**config.mk**
```make
export PLATFORM = sky130hd
export DESIGN_NAME = usb_phy_status_resume_ctrl
export DESIGN_NICKNAME = d
export VERILOG_FILES = /design/src/hw/usb_phy_pkg.sv /design/src/hw/usb_phy_status_resume_ctrl.sv
export SDC_FILE = /design/constraint.sdc
export NUM_CORES = 1
export LEC_CHECK = 0
export ABC_AREA = 0
export BUFFER_PORTS_ARGS = -buffer_cell sky130_fd_sc_hd__buf_2
export CAP_MARGIN = 10
export CORE_MARGIN = 8
export CORE_UTILIZATION = 26
export CTS_BUF_LIST = sky130_fd_sc_hd__clkbuf_4
export DETAILED_ROUTE_END_ITERATION = 6
export GPL_TIMING_DRIVEN = 0
export PLACE_DENSITY = 0.48
export RECOVER_POWER = 25
export SLEW_MARGIN = 10
export SYNTH_ARGS = -nofsm -noshare
export SYNTH_HDL_FRONTEND = slang
export SYNTH_SLANG_ARGS = --single-unit
```
**constraint.sdc**
```tcl
create_clock -name clk -period 4.55 [get_ports clk]
set_input_delay 0.455 -clock clk [delete_from_list [all_inputs] [get_ports clk]]
set_output_delay 0.455 -clock clk [all_outputs]
set_load 0.03 [all_outputs]
```
**src/hw/usb_phy_pkg.sv**
```systemverilog
// constants and carriers for the transceiver control and status logic
package usb_phy_pkg;

  // clock and slow-tick divider
  localparam int unsigned CLK_HZ   = 25_000_000;
  localparam int unsigned SLOW_HZ  = 32_000;
  localparam int unsigned SLOW_DIV = CLK_HZ / SLOW_HZ;

  // register offsets
  localparam logic [7:0] REG_IFC   = 8'h00;
  localparam logic [7:0] REG_GUARD = 8'h01;
  localparam logic [7:0] REG_STAT  = 8'h02;
  localparam logic [7:0] REG_LINE  = 8'h03;
  localparam logic [7:0] REG_CHG   = 8'h04;

  // interface_control fields
  localparam int unsigned IFC_SERIAL = 0;
  localparam int unsigned IFC_UART   = 2;
  localparam int unsigned IFC_AUTO   = 4;
  localparam int unsigned IFC_SPD_LO = 5;
  localparam int unsigned IFC_HOST   = 7;
  localparam logic [7:0]  IFC_RST    = 8'h20;

  // guard and charger fields
  localparam int unsigned GUARD_EN  = 0;
  localparam logic [7:0]  GUARD_RST = 8'h01;
  localparam int unsigned CHG_MODE_LO = 0;
  localparam int unsigned CHG_SW_VAL  = 2;
  localparam int unsigned CHG_STEP    = 3;
  localparam logic [7:0]  CHG_RST     = 8'h00;

  // speeds and link commands
  localparam logic [1:0] SPD_HS = 2'h0;
  localparam logic [1:0] SPD_FS = 2'h1;
  localparam logic [1:0] SPD_LS = 2'h2;
  localparam logic [7:0] TXCMD_NOPID = 8'h40;

  // accessory range codes
  localparam logic [1:0] RANGE_A    = 2'h3;
  localparam logic [1:0] RANGE_B    = 2'h2;
  localparam logic [1:0] RANGE_C    = 2'h1;
  localparam logic [1:0] RANGE_NONE = 2'h0;

  // hs bit coding
  localparam logic [2:0] STUFF_RUN = 3'h6;
  localparam logic [2:0] LAST_BIT  = 3'h7;

  // charger debounce in slow ticks, or in step writes when software-stepped
  localparam logic [3:0] CHG_DEBOUNCE = 4'h8;

  typedef enum logic [1:0] {CHG_HW, CHG_SW, CHG_SWFSM} chg_mode_e;

  // decoded status byte
  typedef struct packed {
    logic       vbus_valid;
    logic       session_ok;
    logic       b_session_ok;
    logic       session_over;
    logic       id_open_flag;
    logic       id_tied_low;
    logic [1:0] accessory_id_range;
  } status_s;

endpackage

```
**src/hw/usb_phy_status_resume_ctrl.sv**
```systemverilog
// transceiver control: status decode, fs/ls and hs paths, autoresume, uart, charger
//
// Chosen here: strobed register access and the address map.
module usb_phy_status_resume_ctrl #(
  parameter int unsigned WAKE_GUARD_TIMEOUT = 32  // in slow ticks
) (
  // clock and reset
  input  wire logic       clk,
  input  wire logic       srst,
  // register port
  input  wire logic [7:0] addr,
  input  wire logic [7:0] wdata,
  input  wire logic       wr,
  input  wire logic       rd,
  output logic [7:0]      rdata,
  // raw comparators: vbus valid, session, b-session, session-end
  input  wire logic [3:0] vbus_cmp,
  // raw id comparators: above gnd-to-c, c-to-b, b-to-a, a-to-float
  input  wire logic [3:0] id_cmp,
  // fs/ls receivers and driver
  input  wire logic       dp_se_rx,
  input  wire logic       dm_se_rx,
  input  wire logic       diff_rx_out,
  output logic            fs_oe,
  output logic            fs_dp_out,
  output logic            fs_dm_out,
  output logic [1:0]      line_speed,
  // link fs/ls transmit request and serial/uart pins
  input  wire logic       fs_tx_en,
  input  wire logic       fs_tx_dp,
  input  wire logic       fs_tx_dm,
  input  wire logic       uart_tx,
  output logic            serial_rx,
  // link transmit command
  input  wire logic       txcmd_valid,
  input  wire logic [7:0] txcmd,
  // hs line side
  input  wire logic       hs_bit_en,
  input  wire logic       hs_squelch,
  input  wire logic       hs_rx_bit,
  output logic            hs_tx_bit,
  output logic            hs_tx_active,
  // hs link side
  output logic [7:0]      hs_rx_byte,
  output logic            hs_rx_valid,
  input  wire logic [7:0] hs_tx_byte,
  input  wire logic       hs_tx_valid,
  output logic            hs_tx_ready,
  // charger detection
  input  wire logic       chg_dm_cmp,
  output logic            chg_dp_src,
  output logic            charger_found_out
);

  // ---- register file ----
  logic [7:0] interface_control, next_interface_control;
  logic [7:0] guard_ctrl, next_guard_ctrl;
  logic [7:0] chg_ctrl, next_chg_ctrl;
  logic [7:0] next_rdata;
  logic       chg_step, next_chg_step;
  usb_phy_pkg::status_s status;
  logic [7:0] line_state;

  logic wake_guard_enable;
  logic serial_port_select;
  assign wake_guard_enable  = guard_ctrl[usb_phy_pkg::GUARD_EN];
  assign serial_port_select = interface_control[usb_phy_pkg::IFC_UART];

  // writes and one-cycle-late read data; unmapped reads give zero
  always_comb begin
    next_interface_control = interface_control;
    next_guard_ctrl        = guard_ctrl;
    next_chg_ctrl          = chg_ctrl;
    next_chg_step          = 1'b0;
    next_rdata             = 8'h00;
    if (wr) begin
      case (addr)
        usb_phy_pkg::REG_IFC:   next_interface_control = wdata;
        usb_phy_pkg::REG_GUARD: next_guard_ctrl = {7'h00, wdata[usb_phy_pkg::GUARD_EN]};
        usb_phy_pkg::REG_CHG: begin
          next_chg_ctrl = {5'h00, wdata[2:0]};
          next_chg_step = wdata[usb_phy_pkg::CHG_STEP];
        end
        default: ;
      endcase
    end
    if (rd) begin
      case (addr)
        usb_phy_pkg::REG_IFC:   next_rdata = interface_control;
        usb_phy_pkg::REG_GUARD: next_rdata = guard_ctrl;
        usb_phy_pkg::REG_STAT:  next_rdata = status;
        usb_phy_pkg::REG_LINE:  next_rdata = line_state;
        usb_phy_pkg::REG_CHG:   next_rdata = chg_ctrl;
        default:                next_rdata = 8'h00;
      endcase
    end
  end

  always_ff @(posedge clk) begin
    if (srst) begin
      interface_control <= usb_phy_pkg::IFC_RST;
      guard_ctrl        <= usb_phy_pkg::GUARD_RST;
      chg_ctrl          <= usb_phy_pkg::CHG_RST;
      chg_step          <= 1'b0;
      rdata             <= 8'h00;
    end else begin
      interface_control <= next_interface_control;
      guard_ctrl        <= next_guard_ctrl;
      chg_ctrl          <= next_chg_ctrl;
      chg_step          <= next_chg_step;
      rdata             <= next_rdata;
    end
  end

  // ---- comparator synchronisers; first stage feeds only the second ----
  logic [7:0] cmp_meta, cmp_sync;
  always_ff @(posedge clk) begin
    if (srst) begin
      cmp_meta <= 8'h00;
      cmp_sync <= 8'h00;
    end else begin
      cmp_meta <= {id_cmp, vbus_cmp};
      cmp_sync <= cmp_meta;
    end
  end

  // status decode from synchronised comparators
  usb_phy_pkg::status_s next_status;
  always_comb begin
    next_status.vbus_valid   = cmp_sync[0];
    next_status.session_ok   = cmp_sync[1];
    next_status.b_session_ok = cmp_sync[2];
    next_status.session_over = ~cmp_sync[3];
    next_status.id_open_flag = cmp_sync[7];
    next_status.id_tied_low  = cmp_sync[4];
    if (cmp_sync[7] || !cmp_sync[4])
      next_status.accessory_id_range = usb_phy_pkg::RANGE_NONE;
    else if (cmp_sync[6])
      next_status.accessory_id_range = usb_phy_pkg::RANGE_A;
    else if (cmp_sync[5])
      next_status.accessory_id_range = usb_phy_pkg::RANGE_B;
    else
      next_status.accessory_id_range = usb_phy_pkg::RANGE_C;
  end

  always_ff @(posedge clk) begin
    if (srst) status <= '0;
    else      status <= next_status;
  end

  // ---- slow tick divider standing in for the 32 kHz oscillator ----
  logic [9:0] slow_cnt, next_slow_cnt;
  logic       slow_tick, next_slow_tick;
  always_comb begin
    next_slow_tick = 1'b0;
    next_slow_cnt  = slow_cnt + 10'h001;
    if (slow_cnt == 10'(usb_phy_pkg::SLOW_DIV - 1)) begin
      next_slow_cnt  = 10'h000;
      next_slow_tick = 1'b1;
    end
  end

  always_ff @(posedge clk) begin
    if (srst) begin
      slow_cnt  <= 10'h000;
      slow_tick <= 1'b0;
    end else begin
      slow_cnt  <= next_slow_cnt;
      slow_tick <= next_slow_tick;
    end
  end

  // ---- autoresume with watchdog ----
  logic        resume_drive, next_resume_drive;
  logic [15:0] guard_cnt, next_guard_cnt;
  logic        line_k, line_k_q;
  logic        nopid;
  assign line_k = ~dp_se_rx & dm_se_rx;
  assign nopid  = txcmd_valid && (txcmd == usb_phy_pkg::TXCMD_NOPID);

  // resume starts the cycle after a fresh K, far inside the 1 ms budget
  always_comb begin
    next_resume_drive = resume_drive;
    next_guard_cnt    = guard_cnt;
    if (!resume_drive) begin
      if (interface_control[usb_phy_pkg::IFC_AUTO] && line_k && !line_k_q) begin
        next_resume_drive = 1'b1;
        next_guard_cnt    = 16'h0000;
      end
    end else if (nopid) begin
      next_resume_drive = 1'b0;
    end else if (wake_guard_enable) begin
      if (guard_cnt >= 16'(WAKE_GUARD_TIMEOUT))
        next_resume_drive = 1'b0;
      else if (slow_tick)
        next_guard_cnt = guard_cnt + 16'h0001;
    end
  end

  always_ff @(posedge clk) begin
    if (srst) begin
      resume_drive <= 1'b0;
      guard_cnt    <= 16'h0000;
      line_k_q     <= 1'b0;
    end else begin
      resume_drive <= next_resume_drive;
      guard_cnt    <= next_guard_cnt;
      line_k_q     <= line_k;
    end
  end

  // ---- fs/ls driver, speed select, uart and serial receive ----
  logic [1:0] req_speed, next_line_speed;
  logic       next_fs_oe, next_fs_dp, next_fs_dm, next_serial_rx;
  assign req_speed = interface_control[usb_phy_pkg::IFC_SPD_LO +: 2];

  // resume-K wins over link traffic; idle leaves the line released
  always_comb begin
    next_line_speed = req_speed;
    if (req_speed == usb_phy_pkg::SPD_LS && !interface_control[usb_phy_pkg::IFC_HOST])
      next_line_speed = usb_phy_pkg::SPD_FS;
    else if (req_speed > usb_phy_pkg::SPD_LS)
      next_line_speed = usb_phy_pkg::SPD_FS;
    next_fs_oe = 1'b0;
    next_fs_dp = 1'b0;
    next_fs_dm = 1'b0;
    next_serial_rx = 1'b0;
    if (serial_port_select) begin
      next_fs_oe     = 1'b1;
      next_fs_dm     = uart_tx;
      next_serial_rx = dp_se_rx;
    end else begin
      if (resume_drive) begin
        next_fs_oe = 1'b1;
        next_fs_dm = 1'b1;
      end else if (fs_tx_en && next_line_speed != usb_phy_pkg::SPD_HS) begin
        next_fs_oe = 1'b1;
        next_fs_dp = fs_tx_dp;
        next_fs_dm = fs_tx_dm;
      end
      if (interface_control[usb_phy_pkg::IFC_SERIAL])
        next_serial_rx = diff_rx_out;
    end
  end

  always_ff @(posedge clk) begin
    if (srst) begin
      line_speed <= usb_phy_pkg::SPD_FS;
      fs_oe      <= 1'b0;
      fs_dp_out  <= 1'b0;
      fs_dm_out  <= 1'b0;
      serial_rx  <= 1'b0;
    end else begin
      line_speed <= next_line_speed;
      fs_oe      <= next_fs_oe;
      fs_dp_out  <= next_fs_dp;
      fs_dm_out  <= next_fs_dm;
      serial_rx  <= next_serial_rx;
    end
  end

  // ---- hs receive: nrzi decode, unstuff, deserialize lsb first ----
  logic [7:0] rx_sh, next_rx_sh, next_hs_rx_byte;
  logic [2:0] rx_cnt, next_rx_cnt, rx_ones, next_rx_ones;
  logic       rx_prev, next_rx_prev, next_hs_rx_valid, rx_d;
  assign rx_d = ~(hs_rx_bit ^ rx_prev);

  always_comb begin
    next_rx_sh       = rx_sh;
    next_rx_cnt      = rx_cnt;
    next_rx_ones     = rx_ones;
    next_rx_prev     = rx_prev;
    next_hs_rx_byte  = hs_rx_byte;
    next_hs_rx_valid = 1'b0;
    if (hs_squelch || line_speed != usb_phy_pkg::SPD_HS) begin
      next_rx_cnt  = 3'h0;
      next_rx_ones = 3'h0;
      next_rx_prev = 1'b1;
    end else if (hs_bit_en) begin
      next_rx_prev = hs_rx_bit;
      if (rx_ones == usb_phy_pkg::STUFF_RUN) begin
        next_rx_ones = 3'h0;
      end else begin
        next_rx_sh   = {rx_d, rx_sh[7:1]};
        next_rx_ones = rx_d ? rx_ones + 3'h1 : 3'h0;
        next_rx_cnt  = rx_cnt + 3'h1;
        if (rx_cnt == usb_phy_pkg::LAST_BIT) begin
          next_hs_rx_byte  = {rx_d, rx_sh[7:1]};
          next_hs_rx_valid = 1'b1;
        end
      end
    end
  end

  always_ff @(posedge clk) begin
    if (srst) begin
      rx_sh       <= 8'h00;
      rx_cnt      <= 3'h0;
      rx_ones     <= 3'h0;
      rx_prev     <= 1'b1;
      hs_rx_byte  <= 8'h00;
      hs_rx_valid <= 1'b0;
    end else begin
      rx_sh       <= next_rx_sh;
      rx_cnt      <= next_rx_cnt;
      rx_ones     <= next_rx_ones;
      rx_prev     <= next_rx_prev;
      hs_rx_byte  <= next_hs_rx_byte;
      hs_rx_valid <= next_hs_rx_valid;
    end
  end

  // ---- hs transmit: one byte held at a time, stuff then nrzi ----
  logic [7:0] tx_sh, next_tx_sh;
  logic [2:0] tx_cnt, next_tx_cnt, tx_ones, next_tx_ones;
  logic       next_tx_active, next_tx_bit, next_tx_ready;

  always_comb begin
    next_tx_sh     = tx_sh;
    next_tx_cnt    = tx_cnt;
    next_tx_ones   = tx_ones;
    next_tx_active = hs_tx_active;
    next_tx_bit    = hs_tx_bit;
    if (!hs_tx_active) begin
      if (hs_tx_valid && hs_tx_ready) begin
        next_tx_sh     = hs_tx_byte;
        next_tx_cnt    = 3'h0;
        next_tx_active = 1'b1;
      end
    end else if (hs_bit_en) begin
      if (tx_ones == usb_phy_pkg::STUFF_RUN) begin
        next_tx_ones = 3'h0;
        next_tx_bit  = ~hs_tx_bit;
      end else begin
        next_tx_bit  = tx_sh[0] ? hs_tx_bit : ~hs_tx_bit;
        next_tx_ones = tx_sh[0] ? tx_ones + 3'h1 : 3'h0;
        next_tx_sh   = {1'b0, tx_sh[7:1]};
        next_tx_cnt  = tx_cnt + 3'h1;
        if (tx_cnt == usb_phy_pkg::LAST_BIT)
          next_tx_active = 1'b0;
      end
    end
    // stuffing run carries across bytes; it clears once the line goes idle
    if (!hs_tx_active && !next_tx_active)
      next_tx_ones = 3'h0;
    next_tx_ready = !next_tx_active && line_speed == usb_phy_pkg::SPD_HS;
  end

  always_ff @(posedge clk) begin
    if (srst) begin
      tx_sh        <= 8'h00;
      tx_cnt       <= 3'h0;
      tx_ones      <= 3'h0;
      hs_tx_active <= 1'b0;
      hs_tx_bit    <= 1'b1;
      hs_tx_ready  <= 1'b0;
    end else begin
      tx_sh        <= next_tx_sh;
      tx_cnt       <= next_tx_cnt;
      tx_ones      <= next_tx_ones;
      hs_tx_active <= next_tx_active;
      hs_tx_bit    <= next_tx_bit;
      hs_tx_ready  <= next_tx_ready;
    end
  end

  // ---- charger detection on the slow tick, or on step writes when software-stepped ----
  typedef enum logic [1:0] {CD_IDLE, CD_PROBE, CD_FOUND, CD_NONE} chg_state_e;
  chg_state_e cd_state, next_cd_state;
  logic [3:0] cd_cnt, next_cd_cnt;
  logic       next_chg_dp_src, next_found, cd_adv;
  usb_phy_pkg::chg_mode_e chg_mode;
  assign chg_mode = usb_phy_pkg::chg_mode_e'(chg_ctrl[usb_phy_pkg::CHG_MODE_LO +: 2]);

  // software-stepped mode advances only on a step write, not on the slow tick; a lost session still returns it to idle
  always_comb begin
    cd_adv        = (chg_mode == usb_phy_pkg::CHG_SWFSM) ? chg_step : slow_tick;
    next_cd_state = cd_state;
    next_cd_cnt   = cd_cnt;
    if (!status.session_ok) begin
      next_cd_state = CD_IDLE;
      next_cd_cnt   = 4'h0;
    end else if (cd_adv) begin
      case (cd_state)
        CD_IDLE: next_cd_state = CD_PROBE;
        CD_PROBE: begin
          next_cd_cnt = cd_cnt + 4'h1;
          if (!chg_dm_cmp)
            next_cd_state = CD_NONE;
          else if (cd_cnt == usb_phy_pkg::CHG_DEBOUNCE)
            next_cd_state = CD_FOUND;
        end
        default: ;
      endcase
    end
    next_chg_dp_src = (next_cd_state == CD_PROBE);
    case (chg_mode)
      usb_phy_pkg::CHG_SW: begin
        next_found      = chg_ctrl[usb_phy_pkg::CHG_SW_VAL];
        next_chg_dp_src = 1'b0;
      end
      default: next_found = (next_cd_state == CD_FOUND);
    endcase
  end

  always_ff @(posedge clk) begin
    if (srst) begin
      cd_state          <= CD_IDLE;
      cd_cnt            <= 4'h0;
      chg_dp_src        <= 1'b0;
      charger_found_out <= 1'b0;
    end else begin
      cd_state          <= next_cd_state;
      cd_cnt            <= next_cd_cnt;
      chg_dp_src        <= next_chg_dp_src;
      charger_found_out <= next_found;
    end
  end

  assign line_state = {2'h0, line_speed, charger_found_out, dm_se_rx, dp_se_rx, resume_drive};

  // ---- assertions ----
  // status still shows its reset value on the first edge after release
  property p_vbus_bits;
    @(posedge clk) disable iff (srst)
      !$past(srst) |->
      (status.vbus_valid == $past(cmp_meta[0], 2) && status.session_over != $past(cmp_meta[3], 2));
  endproperty
  a_vbus_bits: assert property (p_vbus_bits) else $error("vbus status off");

  property p_range_clear;
    @(posedge clk) disable iff (srst)
      (status.id_open_flag || !status.id_tied_low) |-> status.accessory_id_range == 2'h0;
  endproperty
  a_range_clear: assert property (p_range_clear) else $error("range not clear");

  property p_resume_start;
    @(posedge clk) disable iff (srst)
      (!resume_drive && interface_control[4] && line_k && !line_k_q && !serial_port_select)
      |=> resume_drive ##1 (fs_oe && fs_dm_out && !fs_dp_out);
  endproperty
  a_resume_start: assert property (p_resume_start) else $error("resume-K late");

  property p_nopid_stop;
    @(posedge clk) disable iff (srst)
      (resume_drive && nopid) |=> !resume_drive;
  endproperty
  a_nopid_stop: assert property (p_nopid_stop) else $error("resume not ended");

  property p_guard_stop;
    @(posedge clk) disable iff (srst)
      (resume_drive && wake_guard_enable && guard_cnt >= 16'(WAKE_GUARD_TIMEOUT)) |=> !resume_drive;
  endproperty
  a_guard_stop: assert property (p_guard_stop) else $error("watchdog ignored");

  property p_auto_off;
    @(posedge clk) disable iff (srst)
      $rose(resume_drive) |-> $past(interface_control[4]);
  endproperty
  a_auto_off: assert property (p_auto_off) else $error("resume without enable");

  property p_uart_path;
    @(posedge clk) disable iff (srst)
      serial_port_select |=> (fs_oe && fs_dm_out == $past(uart_tx) && serial_rx == $past(dp_se_rx));
  endproperty
  a_uart_path: assert property (p_uart_path) else $error("uart path wrong");

  property p_no_ls_device;
    @(posedge clk) disable iff (srst)
      !$past(interface_control[7]) |-> line_speed != 2'h2;
  endproperty
  a_no_ls_device: assert property (p_no_ls_device) else $error("ls as peripheral");

  property p_release;
    @(posedge clk) disable iff (srst)
      (!serial_port_select && !resume_drive && !fs_tx_en) |=> !fs_oe;
  endproperty
  a_release: assert property (p_release) else $error("line not released");

  property p_tx_stuff;
    @(posedge clk) disable iff (srst)
      (hs_tx_active && hs_bit_en && tx_ones == 3'h6) |=> hs_tx_bit != $past(hs_tx_bit);
  endproperty
  a_tx_stuff: assert property (p_tx_stuff) else $error("stuff bit missing");

endmodule // usb_phy_status_resume_ctrl

```
Yosys cells after proc, flatten, opt, wreduce, memory -nomap -nowiden:

Index checks and enable logic that the tools add are counted.

* multiplexer cells: 52
* add/sub/neg operators: 7
* equality and inequality tests: 24
* bitwise gates (word level): 14
* order comparisons: 2
* reduce and logical (&&, ||, !) cells: 43

Operators with widths (number)
* 16-bit 2-to-1 mux: 6
* 8-bit case mux with 5 select lines: 1
* 8-bit 2-to-1 mux: 4
* 1-bit 2-to-1 mux: 24
* 3-bit 2-to-1 mux: 8
* 16-bit by 1-bit adder with 16-bit output, second input constant: 1
* 8-bit by 2-bit == test with 1-bit output, second input constant: 2
* 16-bit by 6-bit >= comparator with 1-bit output, second input constant: 1
* 2-bit 2-to-1 mux: 8
* 2-bit OR reduction: 7
* 3-bit by 1-bit adder with 3-bit output, second input constant: 4
* 3-bit == test, second input constant: 4
* 2-bit != test, second input constant: 6
* 1-bit NOT: 12
* 2-bit AND reduction: 6
* 10-bit by 1-bit adder with 10-bit output, second input constant: 1
* 10-bit == test, second input constant: 1
* 3-bit AND reduction: 3
* 8-bit by 1-bit == test with 1-bit output, second input constant: 1
* 8-bit by 3-bit == test with 1-bit output, second input constant: 1
* 8-bit by 7-bit == test with 1-bit output, second input constant: 1
* 1-bit logical AND: 8
* 8-bit logical NOT: 1
* 2-bit nonzero test: 4
* other kinds (16): 27

* output and inout bits: 28
* register bits after elaboration: 129
* input port bits: 57

Longest topological paths before layout:

Gate-level depths: netlist of run 1.

* word-level depth: 8
* depth in mapped cells: 8
* depth with buffers taken out: 7

Worst setup path after synthesis of run 1:

OpenSTA, ideal clock, no wires.

* path kind: input -> register
* from: input addr[5]
* to: register chg_ctrl[2]
* stages on the path: 6
* data required time: 4.422 ns
* data arrival time: 1.721 ns
* slack: 2.701 ns
* cell sequence: or4_4 -> nor4_2 -> and3_1 -> buf_6 -> mux2i_1 -> nor2_1

* word-level cells in the longest chain between the ends: 2

RTL lines
* start: declaration: RTL line usb_phy_status_resume_ctrl.sv:11 `input wire logic [7:0] addr,`
* 8-bit by 3-bit == test with 1-bit output: RTL line usb_phy_status_resume_ctrl.sv:77 `case (addr)`
* 2-bit AND reduction (no line)
* end signal: assignment: RTL line usb_phy_status_resume_ctrl.sv:103 `chg_ctrl <= usb_phy_pkg::CHG_RST;`
* end signal: assignment: RTL line usb_phy_status_resume_ctrl.sv:109 `chg_ctrl <= next_chg_ctrl;`
* end: declaration: RTL line usb_phy_status_resume_ctrl.sv:58 `logic [7:0] chg_ctrl, next_chg_ctrl;`

No other way between the ends.
A chain may end at the register's enable or synchronous reset.

Worst setup path after layout of run 1:

* from: register rx_ones[0]
* to: register rx_sh[3]

* word-level cells in the longest chain between the ends: 3

RTL lines
* start: declaration: RTL line usb_phy_status_resume_ctrl.sv:264 `logic [2:0] rx_cnt, next_rx_cnt, rx_ones, next_rx_ones;`
* start signal: assignment: RTL line usb_phy_status_resume_ctrl.sv:306 `rx_ones <= next_rx_ones;`
* 3-bit == test: RTL line usb_phy_status_resume_ctrl.sv:281 `if (rx_ones == usb_phy_pkg::STUFF_RUN) begin`
* 1-bit NOT (no line)
* 3-bit AND reduction (no line)
* end signal: assignment: RTL line usb_phy_status_resume_ctrl.sv:304 `rx_sh <= next_rx_sh;`
* end: declaration: RTL line usb_phy_status_resume_ctrl.sv:263 `logic [7:0] rx_sh, next_rx_sh, next_hs_rx_byte;`

No other way between the ends.

==> results.py, run 1 <==
metrics = {
    "cts": {
        "path_clk_slew_ns": 0.10,
        "cts_setup_buffers": 0,
        "cts_buffers": 17,
        "numClockSinks": 128,
        "clockBufferDepth": 2,
        "post_cts_resized": 0,
        "clock_latency_ns": 0.52,
        "htree_levels": 4,
        "cts_tree": "yes",
        "root_buffer": "clkbuf_4",
        "cts-hold-fix-buffers": 0,
    },
    "cells_and_area": {
        "drive_above_1_share": 0.206,
        "synthToLayoutAreaGrowth_pct": 19.0,
        "final_nets": 684,
        "final_common_cell": "dfxtp_1",
        "layout_common_cells": "dfxtp_1 (128), buf_2 (86), nor2_1 (79)",
        "design_area_um2": 5890,
    },
    "power": {
        "power.leakage_nw": 2.40,
        "power.total_w": 0.00199,
        "power_density_nw_per_um2": 338,
        "irDropWorstVdd_uv": 169,
    },
    "global_routing": {
        "grt_usage": 0.107,
        "grt_pass1_vias": 3888,
        "grt.overflow.total": 0,
        "grt_max_degree": 17,
        "grt_pass1_wl_um": 19800,
        "antenna_found_initial": 1,
    },
    "sta": {
        "final.setup_skew_ns": 0.0164,
        "setup_violations": 0,
        "worst_pin_slew_ns": 0.997,
        "slew_viol_final": 0,
        "whs_ns": 0.139,
        "relSlewSlack": 0.329,
        "fmax_mhz": 430,
        "final.period_utilization": 0.511,
        "hold_viol_final": 0,
        "layout_setup_ws_ns": 2.22,
        "rsz0062_at_grt": "no",
        "period_needed_ns": 2.33,
        "setup_tns_ns": 0,
    },
    "placed_design": {
        "io_buffers": 84,
        "place_hpwl_um": 9390,
        "place_congestion": 0.791,
        "place_area_um2": 5660,
        "place_ws_ns": 2.12,
    },
    "floorplanning": {
        "core_area_um2": 18700,
        "start_util": 0.264,
        "die_area_um2": 23700,
        "pin_count": 85,
        "die_h_um": 154,
        "die_x_um": 154,
        "core.rowCount": 50,
    },
    "critical_path": {
        "crit_chain": "inv_1 -> ha_1 -> a21boi_0 -> nand2_1 -> mux2i_1 -> nor2_1",
        "crit_path_end_kind": "flip-flop",
        "worstSetupPathType": "flip-flop to flip-flop",
        "crit_slowest_cell": "a21boi_0",
        "worstPathArrival_ns": 2.74,
        "crit_family": "compound AO/OA/AOI/OAI gates",
        "cpPeakStageDelay_ns": 0.79,
        "start_kind": "flip-flop",
        "path_buf_inv": 1,
        "crit_fanout": 7,
        "cp_data_required_time_ns": 4.96,
    },
    "route": {
        "routed.top_layer": "met4",
        "drt_iter0_markers": 137,
        "firstDrtPassIters": 4,
        "vias": 3868,
        "vias_per_cell": 4.49,
        "routed_wl_um": 12400,
        "wl_met3_um": 683,
        "wl_met1_um": 5720,
        "dr_wl_met2_um": 5780,
        "ant_nets": 0,
        "routedWlPerCell_um": 14.4,
        "drc": 0,
    },
    "synthesis": {
        "synth-seq-cells": 128,
        "synth_edf_count": 0,
        "synthesis.nets": 581,
        "syn_area_um2": 4950,
        "syn_avg_cell_area_um2": 9.70,
        "seq_area_frac_synth": 0.518,
        "synth_top_flop_cell": "dfxtp_1",
        "synthArstFlopShare": 0,
        "yosysUniqueCellTypes": 55,
        "synth_warnings": 0,
        "postSynthCellCount": 510,
    },
    "worst_hold_path": {
        "holdCritPathClass": "input port to flip-flop",
    },
    "flow_run": {
        "cap_violations": 0,
    },
    "status": {
        "status": "complete, no violations",
    },
}
## routing by layer
metal | vias to the layer above | GRT usage
met2 | 93 | 0.174
met3 | 14 | 0.0401
met4 | 0 | 0.0439
met5 | - | 0
li1 | 1938 | -
met1 | 1823 | 0.124
## flip-flops by register name, indices dropped and copies added (netlist names), 3 cells and up
| name | cells |
|---|---|
| tx_ones | 3 |
| tx_cnt | 3 |
| rx_cnt | 3 |
| guard_cnt | 16 |
| cd_cnt | 4 |
| chg_ctrl | 3 |
| rx_ones | 3 |
| cmp_sync | 8 |
| rx_sh | 7 |
| cmp_meta | 8 |
| interface_control | 8 |
| status | 8 |
| rdata | 8 |
| tx_sh | 8 |
| slow_cnt | 10 |
| hs_rx_byte | 8 |
## final cells by class
cell class / count / area, µm²
multi-input combinational: 343 / 2180
antenna: 1 / 2.50
inverter: 19 / 71.3
buffer: 20 / 88.8
fill: 1984 / 12800
timing repair buffer: 84 / 420
clock inverter: 12 / 119
tap: 234 / 293
sequential: 128 / 2560
clock buffer: 20 / 150
## worst reg2reg max path: cells and delay by family (launching register included)
family          cells  cell delay (ns)
simple gates        2             0.52
buf+inv             1             0.06
compound gates      1             0.79
fa+ha+maj           1             0.18
flops               1             0.40
mux                 1             0.27
## path summary, 6_finish.rpt
path | endpoint | cells after the start | start | slack, ns
worst max register to register | rx_sh[3] | 6 | rx_ones[0] | 2.22
worst min register to register | status[4] | 1 | cmp_sync[3] | 0.39
worst min-delay path | cmp_meta[5] | 2 | id_cmp[1] | 0.14
worst max-delay path | rx_sh[3] | 6 | rx_ones[0] | 2.22
## through the flow
stage / cells / utilization
6_report: 861 / 0.315
5_1_grt: 861 / 0.315
4_1_cts: 860 / 0.317
3_5_place_dp: 828 / 0.303
3_3_place_gp: 828 / 0.303
2_1_floorplan: 510 / -
## kinds of logic after synthesis
| logic type | share of synthesized area |
|---|---|
| flip-flops | 0.518 |
| XOR/XNOR | 0.0336 |
| multiplexers | 0.0827 |
| buffers and inverters | 0.0372 |
| AND/OR/NAND/NOR | 0.223 |
| adder cells (fa/ha/maj) | 0.0354 |
| AO/OA/AOI/OAI | 0.0703 |
## synth_stat cells, types with 3 or more instances
cell	instances	area (µm²)
nor3_1	11	55.1
dfxtp_1	128	2560
mux2_2	5	56.3
nor3b_1	5	37.5
a21oi_1	22	110
a31oi_1	6	37.5
nand3_1	11	55.1
inv_1	19	71.3
o21ai_0	5	25.0
and2_1	13	81.3
mux2i_1	33	330
clkbuf_1	12	45.0
nor2b_1	25	156
xor2_1	4	35.0
nand2b_1	3	18.8
nand2_1	33	124
and3_1	4	25.0
a211oi_1	8	60.1
nor2_1	79	297
nand4_1	4	25.0
xnor2_1	15	131
ha_1	14	175
nor4_1	10	62.6
## power breakdown
group          switching [W]   total, W  internal [W]
combinational      0.0000540  0.0000926     0.0000385
sequential        0.00000541    0.00114       0.00113
clock               0.000421   0.000758      0.000337
Power figures use the tool's default switching activity.
==> run 2, diff against run 1 <==
PLACE_DENSITY = 0.5   (was 0.48)
clock period = 2.1 ns   (was 4.55 ns; I/O delays follow)
==> run 2 against run 1 <==
Maximum frequency is 29% higher; utilization increased by 2.0 points; setup slack lost 1.9 ns; critical endpoint is now guard_cnt[3]; largest power group unchanged; highest routed layer unchanged.
==> results.py, run 2 (synthesis gave the netlist of run 1 again) <==
metrics = {
    "status": {
        "status": "complete, no violations",
    },
    "route": {
        "ant_nets": 0,
        "routedWlPerCell_um": 14.0,
        "routed_wl_um": 12600,
        "drc": 0,
        "firstDrtPassIters": 4,
        "vias_per_cell": 4.36,
        "drt_iter0_markers": 130,
        "vias": 3916,
    },
    "critical_path": {
        "crit_chain": "nor4_1 -> nand4_1 -> nor4_1 -> xnor2_1 -> nor2_1",
        "r2r_slack_ns": 0.30,
        "crit_slowest_cell": "nor4_1",
        "cp_data_required_time_ns": 2.53,
        "worstSetupPathType": "flip-flop to flip-flop",
        "crit_fanout": 4,
        "crit_path_end_kind": "flip-flop",
        "cpPeakStageDelay_ns": 0.46,
        "crit_top_cell": "nor4_1",
        "worstPathArrival_ns": 2.24,
        "worstRegToRegCells": 5,
        "timing.rr.start": "guard_cnt[9]",
        "r2r_end": "guard_cnt[3]",
        "start_kind": "flip-flop",
    },
    "floorplanning": {
        "die_h_um": 154,
        "core.rowCount": 50,
        "start_util": 0.264,
        "die_area_um2": 23700,
        "pin_count": 85,
        "core_area_um2": 18700,
        "die_x_um": 154,
    },
    "global_routing": {
        "grt.overflow.total": 0,
        "grt_pass1_wl_um": 20700,
        "antenna_found_initial": 2,
        "use_met1": 0.130,
        "grt-busiest-layer": "met2",
        "grt_usage": 0.110,
        "grt_pass1_vias": 4163,
        "use_met2": 0.182,
        "grt_util_met3": 0.0387,
        "grt_max_degree": 17,
    },
    "sta": {
        "relSlewSlack": 0.470,
        "worst_pin_slew_ns": 0.795,
        "setup_tns_ns": 0,
        "final.setup_skew_ns": 0.0244,
        "slew_viol_final": 0,
        "setup_violations": 0,
        "rsz0062_at_grt": "no",
        "fmax_mhz": 554,
        "final.period_utilization": 0.859,
        "whs_ns": 0.0508,
        "hold_viol_final": 0,
        "period_needed_ns": 1.80,
    },
    "worst_hold_path": {
        "worstHoldEndpoint": "fs_oe",
        "holdPathStages": 3,
        "min_from": "fs_tx_en",
        "holdCritPathClass": "input port to flip-flop",
    },
    "cells_and_area": {
        "layout_common_cells": "dfxtp_1 (128), buf_2 (84), nor2_1 (79)",
        "final_common_cell": "dfxtp_1",
        "largest_register_ffs": 16,
        "regMostFlops": "guard_cnt",
        "synthToLayoutAreaGrowth_pct": 26.7,
        "design_area_um2": 6270,
        "stdcell_count": 898,
        "nFillCells": 1940,
        "drive_above_1_share": 0.195,
        "final_nets": 720,
        "reg.largest.list": "guard_cnt x16, slow_cnt x10",
    },
    "power": {
        "power.leakage_nw": 2.56,
        "power_density_nw_per_um2": 703,
        "p_switching_w": 0.00111,
        "power.total_w": 0.00441,
        "p_sw_frac": 0.251,
        "p_int_w": 0.00330,
        "combPwrFrac": 0.058,
        "p_seq_frac": 0.560,
        "irDropWorstVdd_uv": 281,
        "clkPwrFrac": 0.382,
    },
    "placed_design": {
        "place_congestion": 0.780,
        "io_buffers": 84,
        "place_area_um2": 5660,
        "dp.cells": 828,
        "place_hpwl_um": 9380,
    },
    "flow_run": {
        "cap_violations": 0,
    },
    "cts": {
        "path_clk_slew_ns": 0.12,
        "root_buffer": "clkbuf_4",
        "cts_tree": "yes",
        "clock_latency_ns": 0.53,
        "post_cts_resized": 0,
        "cts_buffers": 17,
        "htree_levels": 4,
        "clockBufferDepth": 2,
        "numClockSinks": 128,
    },
}
## run 2: changes by cell type in the layout (fill, tap and decap cells not counted), sizes merged
| cell | before | now |
|---|---|---|
| buf | 89 | 88 |
| inv | 19 | 23 |
| clkinv | 8 | 7 |
| dlygate4sd3 | 0 | 36 |
| diode | 1 | 2 |
| clkbuf | 35 | 33 |
## run 2: timing repair
item	4_1_cts	5_1_grt
buffers inserted	0	0
endpoints found under the hold margin	37	0
hold buffers	36	0
## run 2: worst max-delay path by stage
| stage | start | endpoint | slack [ns] | depth (start not counted) |
|---|---|---|---|---|
| floorplan | hs_tx_active | tx_sh[5] | 0.44 | 7 |
| global placement | srst | rdata[7] | -0.19 | 6 |
| detailed placement | srst | rdata[7] | -0.22 | 6 |
| CTS | guard_cnt[9] | guard_cnt[3] | 0.26 | 5 |
| global route | guard_cnt[9] | guard_cnt[3] | 0.08 | 5 |
| finish | guard_cnt[9] | guard_cnt[3] | 0.30 | 5 |
## run 2: final cells by class
cell class | instances | area, µm² | share of cell area
antenna | 2 | 5.00 | 0.000798
buffer | 20 | 92.6 | 0.0148
clock buffer | 17 | 128 | 0.0204
clock inverter | 15 | 158 | 0.0251
inverter | 19 | 71.3 | 0.0114
multi-input combinational | 343 | 2180 | 0.348
sequential | 128 | 2560 | 0.409
tap | 234 | 293 | 0.0467
timing repair buffer | 120 | 778 | 0.124
## run 2: power groups by stage
stage	registers, W	logic, W	clock network [W]
after floorplan	0.00252	0.0000973	0
after global placement	0.00252	0.000209	0
after detailed placement	0.00252	0.000213	0
after CTS	0.00247	0.000267	0.00176
after global routing	0.00247	0.000283	0.00186
final	0.00247	0.000256	0.00168
## run 2: layer usage
metal,up-vias,share of wire
li1,2017,-
met5,-,0
met2,80,0.47
met1,1807,0.46
met4,0,0.011
met3,12,0.052
## run 2: critical path: cells and delay by family (launching register included)
family        cells  cell delay [ns]
simple gates      4             1.20
flops             1             0.34
xor+xnor          1             0.18
## run 2: metrics by stage
stage                     worst slack, ns  utilization
after floorplan                     0.443            -
after global placement             -0.194        0.303
after detailed placement           -0.216        0.303
after CTS                           0.261        0.337
after global routing               0.0796        0.335
final                               0.295        0.335
==> run 3, diff against run 2 <==
PLACE_DENSITY = 0.48   (was 0.5)
SLEW_MARGIN = not set   (was 10)
clock period = 1.9 ns   (was 2.1 ns; I/O delays follow)
==> run 3 against run 2 <==
Die area unchanged; clock-buffer cell count grew 3; sequential power is 11% higher; clock power increased by 8%; setup slack lost 0.16 ns; sequential share of layout area down 0.19 points; global-route usage about the same; register-to-register slack got worse by 0.12 ns; combinational power up 11%; critical path type is now input port to flip-flop; largest cell class unchanged.
==> results.py, run 3 (synthesis gave the netlist of run 1 again) <==
metrics = {
    "cells_and_area": {
        "drive_above_1_share": 0.196,
        "largest_register_ffs": 16,
        "synthToLayoutAreaGrowth_pct": 27.3,
        "layout_common_cells": "dfxtp_1 (128), buf_2 (82), nor2_1 (79)",
        "final_nets": 722,
        "final_common_cell": "dfxtp_1",
        "reg.largest.list": "guard_cnt x16, slow_cnt x10",
        "nFillCells": 1958,
        "regMostFlops": "guard_cnt",
    },
    "sta": {
        "setup_violations": 0,
        "worst_pin_slew_ns": 0.745,
        "relSlewSlack": 0.503,
        "layout_setup_ws_ns": 0.138,
        "fmax_mhz": 567,
        "rsz0062_at_grt": "no",
        "slew_viol_final": 0,
        "period_needed_ns": 1.76,
        "whs_ns": 0.0788,
        "final.period_utilization": 0.927,
        "hold_viol_final": 0,
        "final.setup_skew_ns": 0.0189,
    },
    "cts": {
        "cts_tree": "yes",
        "root_buffer": "clkbuf_4",
        "path_clk_slew_ns": 0.11,
        "cts_setup_buffers": 0,
        "clock_latency_ns": 0.53,
        "htree_levels": 4,
        "clockBufferDepth": 2,
        "cts_buffers": 17,
        "numClockSinks": 128,
    },
    "route": {
        "vias": 4005,
        "vias_per_cell": 4.45,
        "ant_nets": 0,
        "firstDrtPassIters": 4,
        "drt_iter0_markers": 128,
        "drc": 0,
        "routedWlPerCell_um": 14.2,
        "routed_wl_um": 12800,
    },
    "global_routing": {
        "use_met1": 0.127,
        "grt_util_met3": 0.0415,
        "grt_pass1_wl_um": 20600,
        "use_met2": 0.182,
        "grt_max_degree": 17,
        "grt_pass1_vias": 4096,
        "grt-busiest-layer": "met2",
        "grt.overflow.total": 0,
        "grt_usage": 0.110,
        "antenna_found_initial": 1,
    },
    "floorplanning": {
        "die_area_um2": 23700,
        "pin_count": 85,
        "die_h_um": 154,
        "die_x_um": 154,
        "core.rowCount": 50,
        "core_area_um2": 18700,
        "start_util": 0.264,
    },
    "critical_path": {
        "r2r_end": "tx_sh[5]",
        "worstRegToRegCells": 8,
        "cp_data_required_time_ns": 2.36,
        "crit_fanout": 7,
        "worstPathArrival_ns": 2.22,
        "worstSetupPathType": "input port to flip-flop",
        "start_kind": "input port",
        "r2r_slack_ns": 0.18,
        "timing.rr.start": "tx_ones[0]",
        "crit_path_end_kind": "flip-flop",
    },
    "power": {
        "irDropWorstVdd_uv": 404,
        "power.leakage_nw": 2.56,
        "power_density_nw_per_um2": 767,
    },
    "placed_design": {
        "io_buffers": 84,
        "place_congestion": 0.791,
        "place_hpwl_um": 9390,
        "place_ws_ns": -0.261,
    },
    "worst_hold_path": {
        "holdPathStages": 4,
        "min_from": "addr[6]",
        "worstHoldEndpoint": "rdata[0]",
        "holdCritPathClass": "input port to flip-flop",
    },
    "status": {
        "status": "complete, no violations",
    },
    "flow_run": {
        "cap_violations": 0,
    },
}
run 3: what timing repair did:
item                                    in CTS  in global routing
endpoints found under the setup margin       0                 11
endpoints found under the hold margin       39                  0
hold buffers                                38                  0
resized for setup                            0                  5
run 3: report_power, final:
part,switching [W],internal (W)
logic,0.000141,0.000143
registers,0.0000130,0.00271
clock network,0.00101,0.000807
run 3: layer usage:
metal	up-vias	wire length (µm)
li1	2015	-
met4	0	204
met2	92	5990
met5	-	0
met1	1884	5860
met3	14	729
run 3: how the worst max path moves through the flow:
stage / startpoint / to / slack, ns / cells after the start
after floorplan: hs_tx_active / tx_sh[5] / 0.24 / 7
after global placement: srst / rdata[6] / -0.34 / 6
after detailed placement: srst / rdata[6] / -0.26 / 6
after CTS: guard_cnt[9] / guard_cnt[3] / 0.05 / 5
after global routing: guard_cnt[9] / guard_cnt[4] / 0.02 / 5
final: addr[3] / interface_control[3] / 0.14 / 7
run 3: worst max-delay path, cell delays in order:
cell and delay, ns:
dlygate4sd3_1 0.55, clkbuf_1 0.13, nor3_1 0.56, and3_1 0.24
clkbuf_1 0.28, nand2_1 0.11, a21oi_1 0.15
run 3: final cells by class:
cell class,count,area [µm²],area share
inverters,19,71.3,0.0113
plain buffers,20,90.1,0.0143
clock buffers,20,150,0.0238
clock inverters,12,119,0.0189
well taps,234,293,0.0465
repair buffers,122,796,0.126
diodes,1,2.50,0.000397
flip-flops and latches,128,2560,0.407
multi-input cells,343,2210,0.351
run 3: per-stage QoR:
stage           util  power [W]  TNS, ns  instance area, µm²  instances
2_1_floorplan      -    0.00290        0                4950        510
3_3_place_gp   0.303    0.00302    -2.56                5660        828
3_5_place_dp   0.303    0.00302    -1.89                5660        828
4_1_cts        0.337    0.00491        0                6310        898
5_1_grt        0.337    0.00505        0                6300        899
6_report       0.337    0.00483        0                6300        899
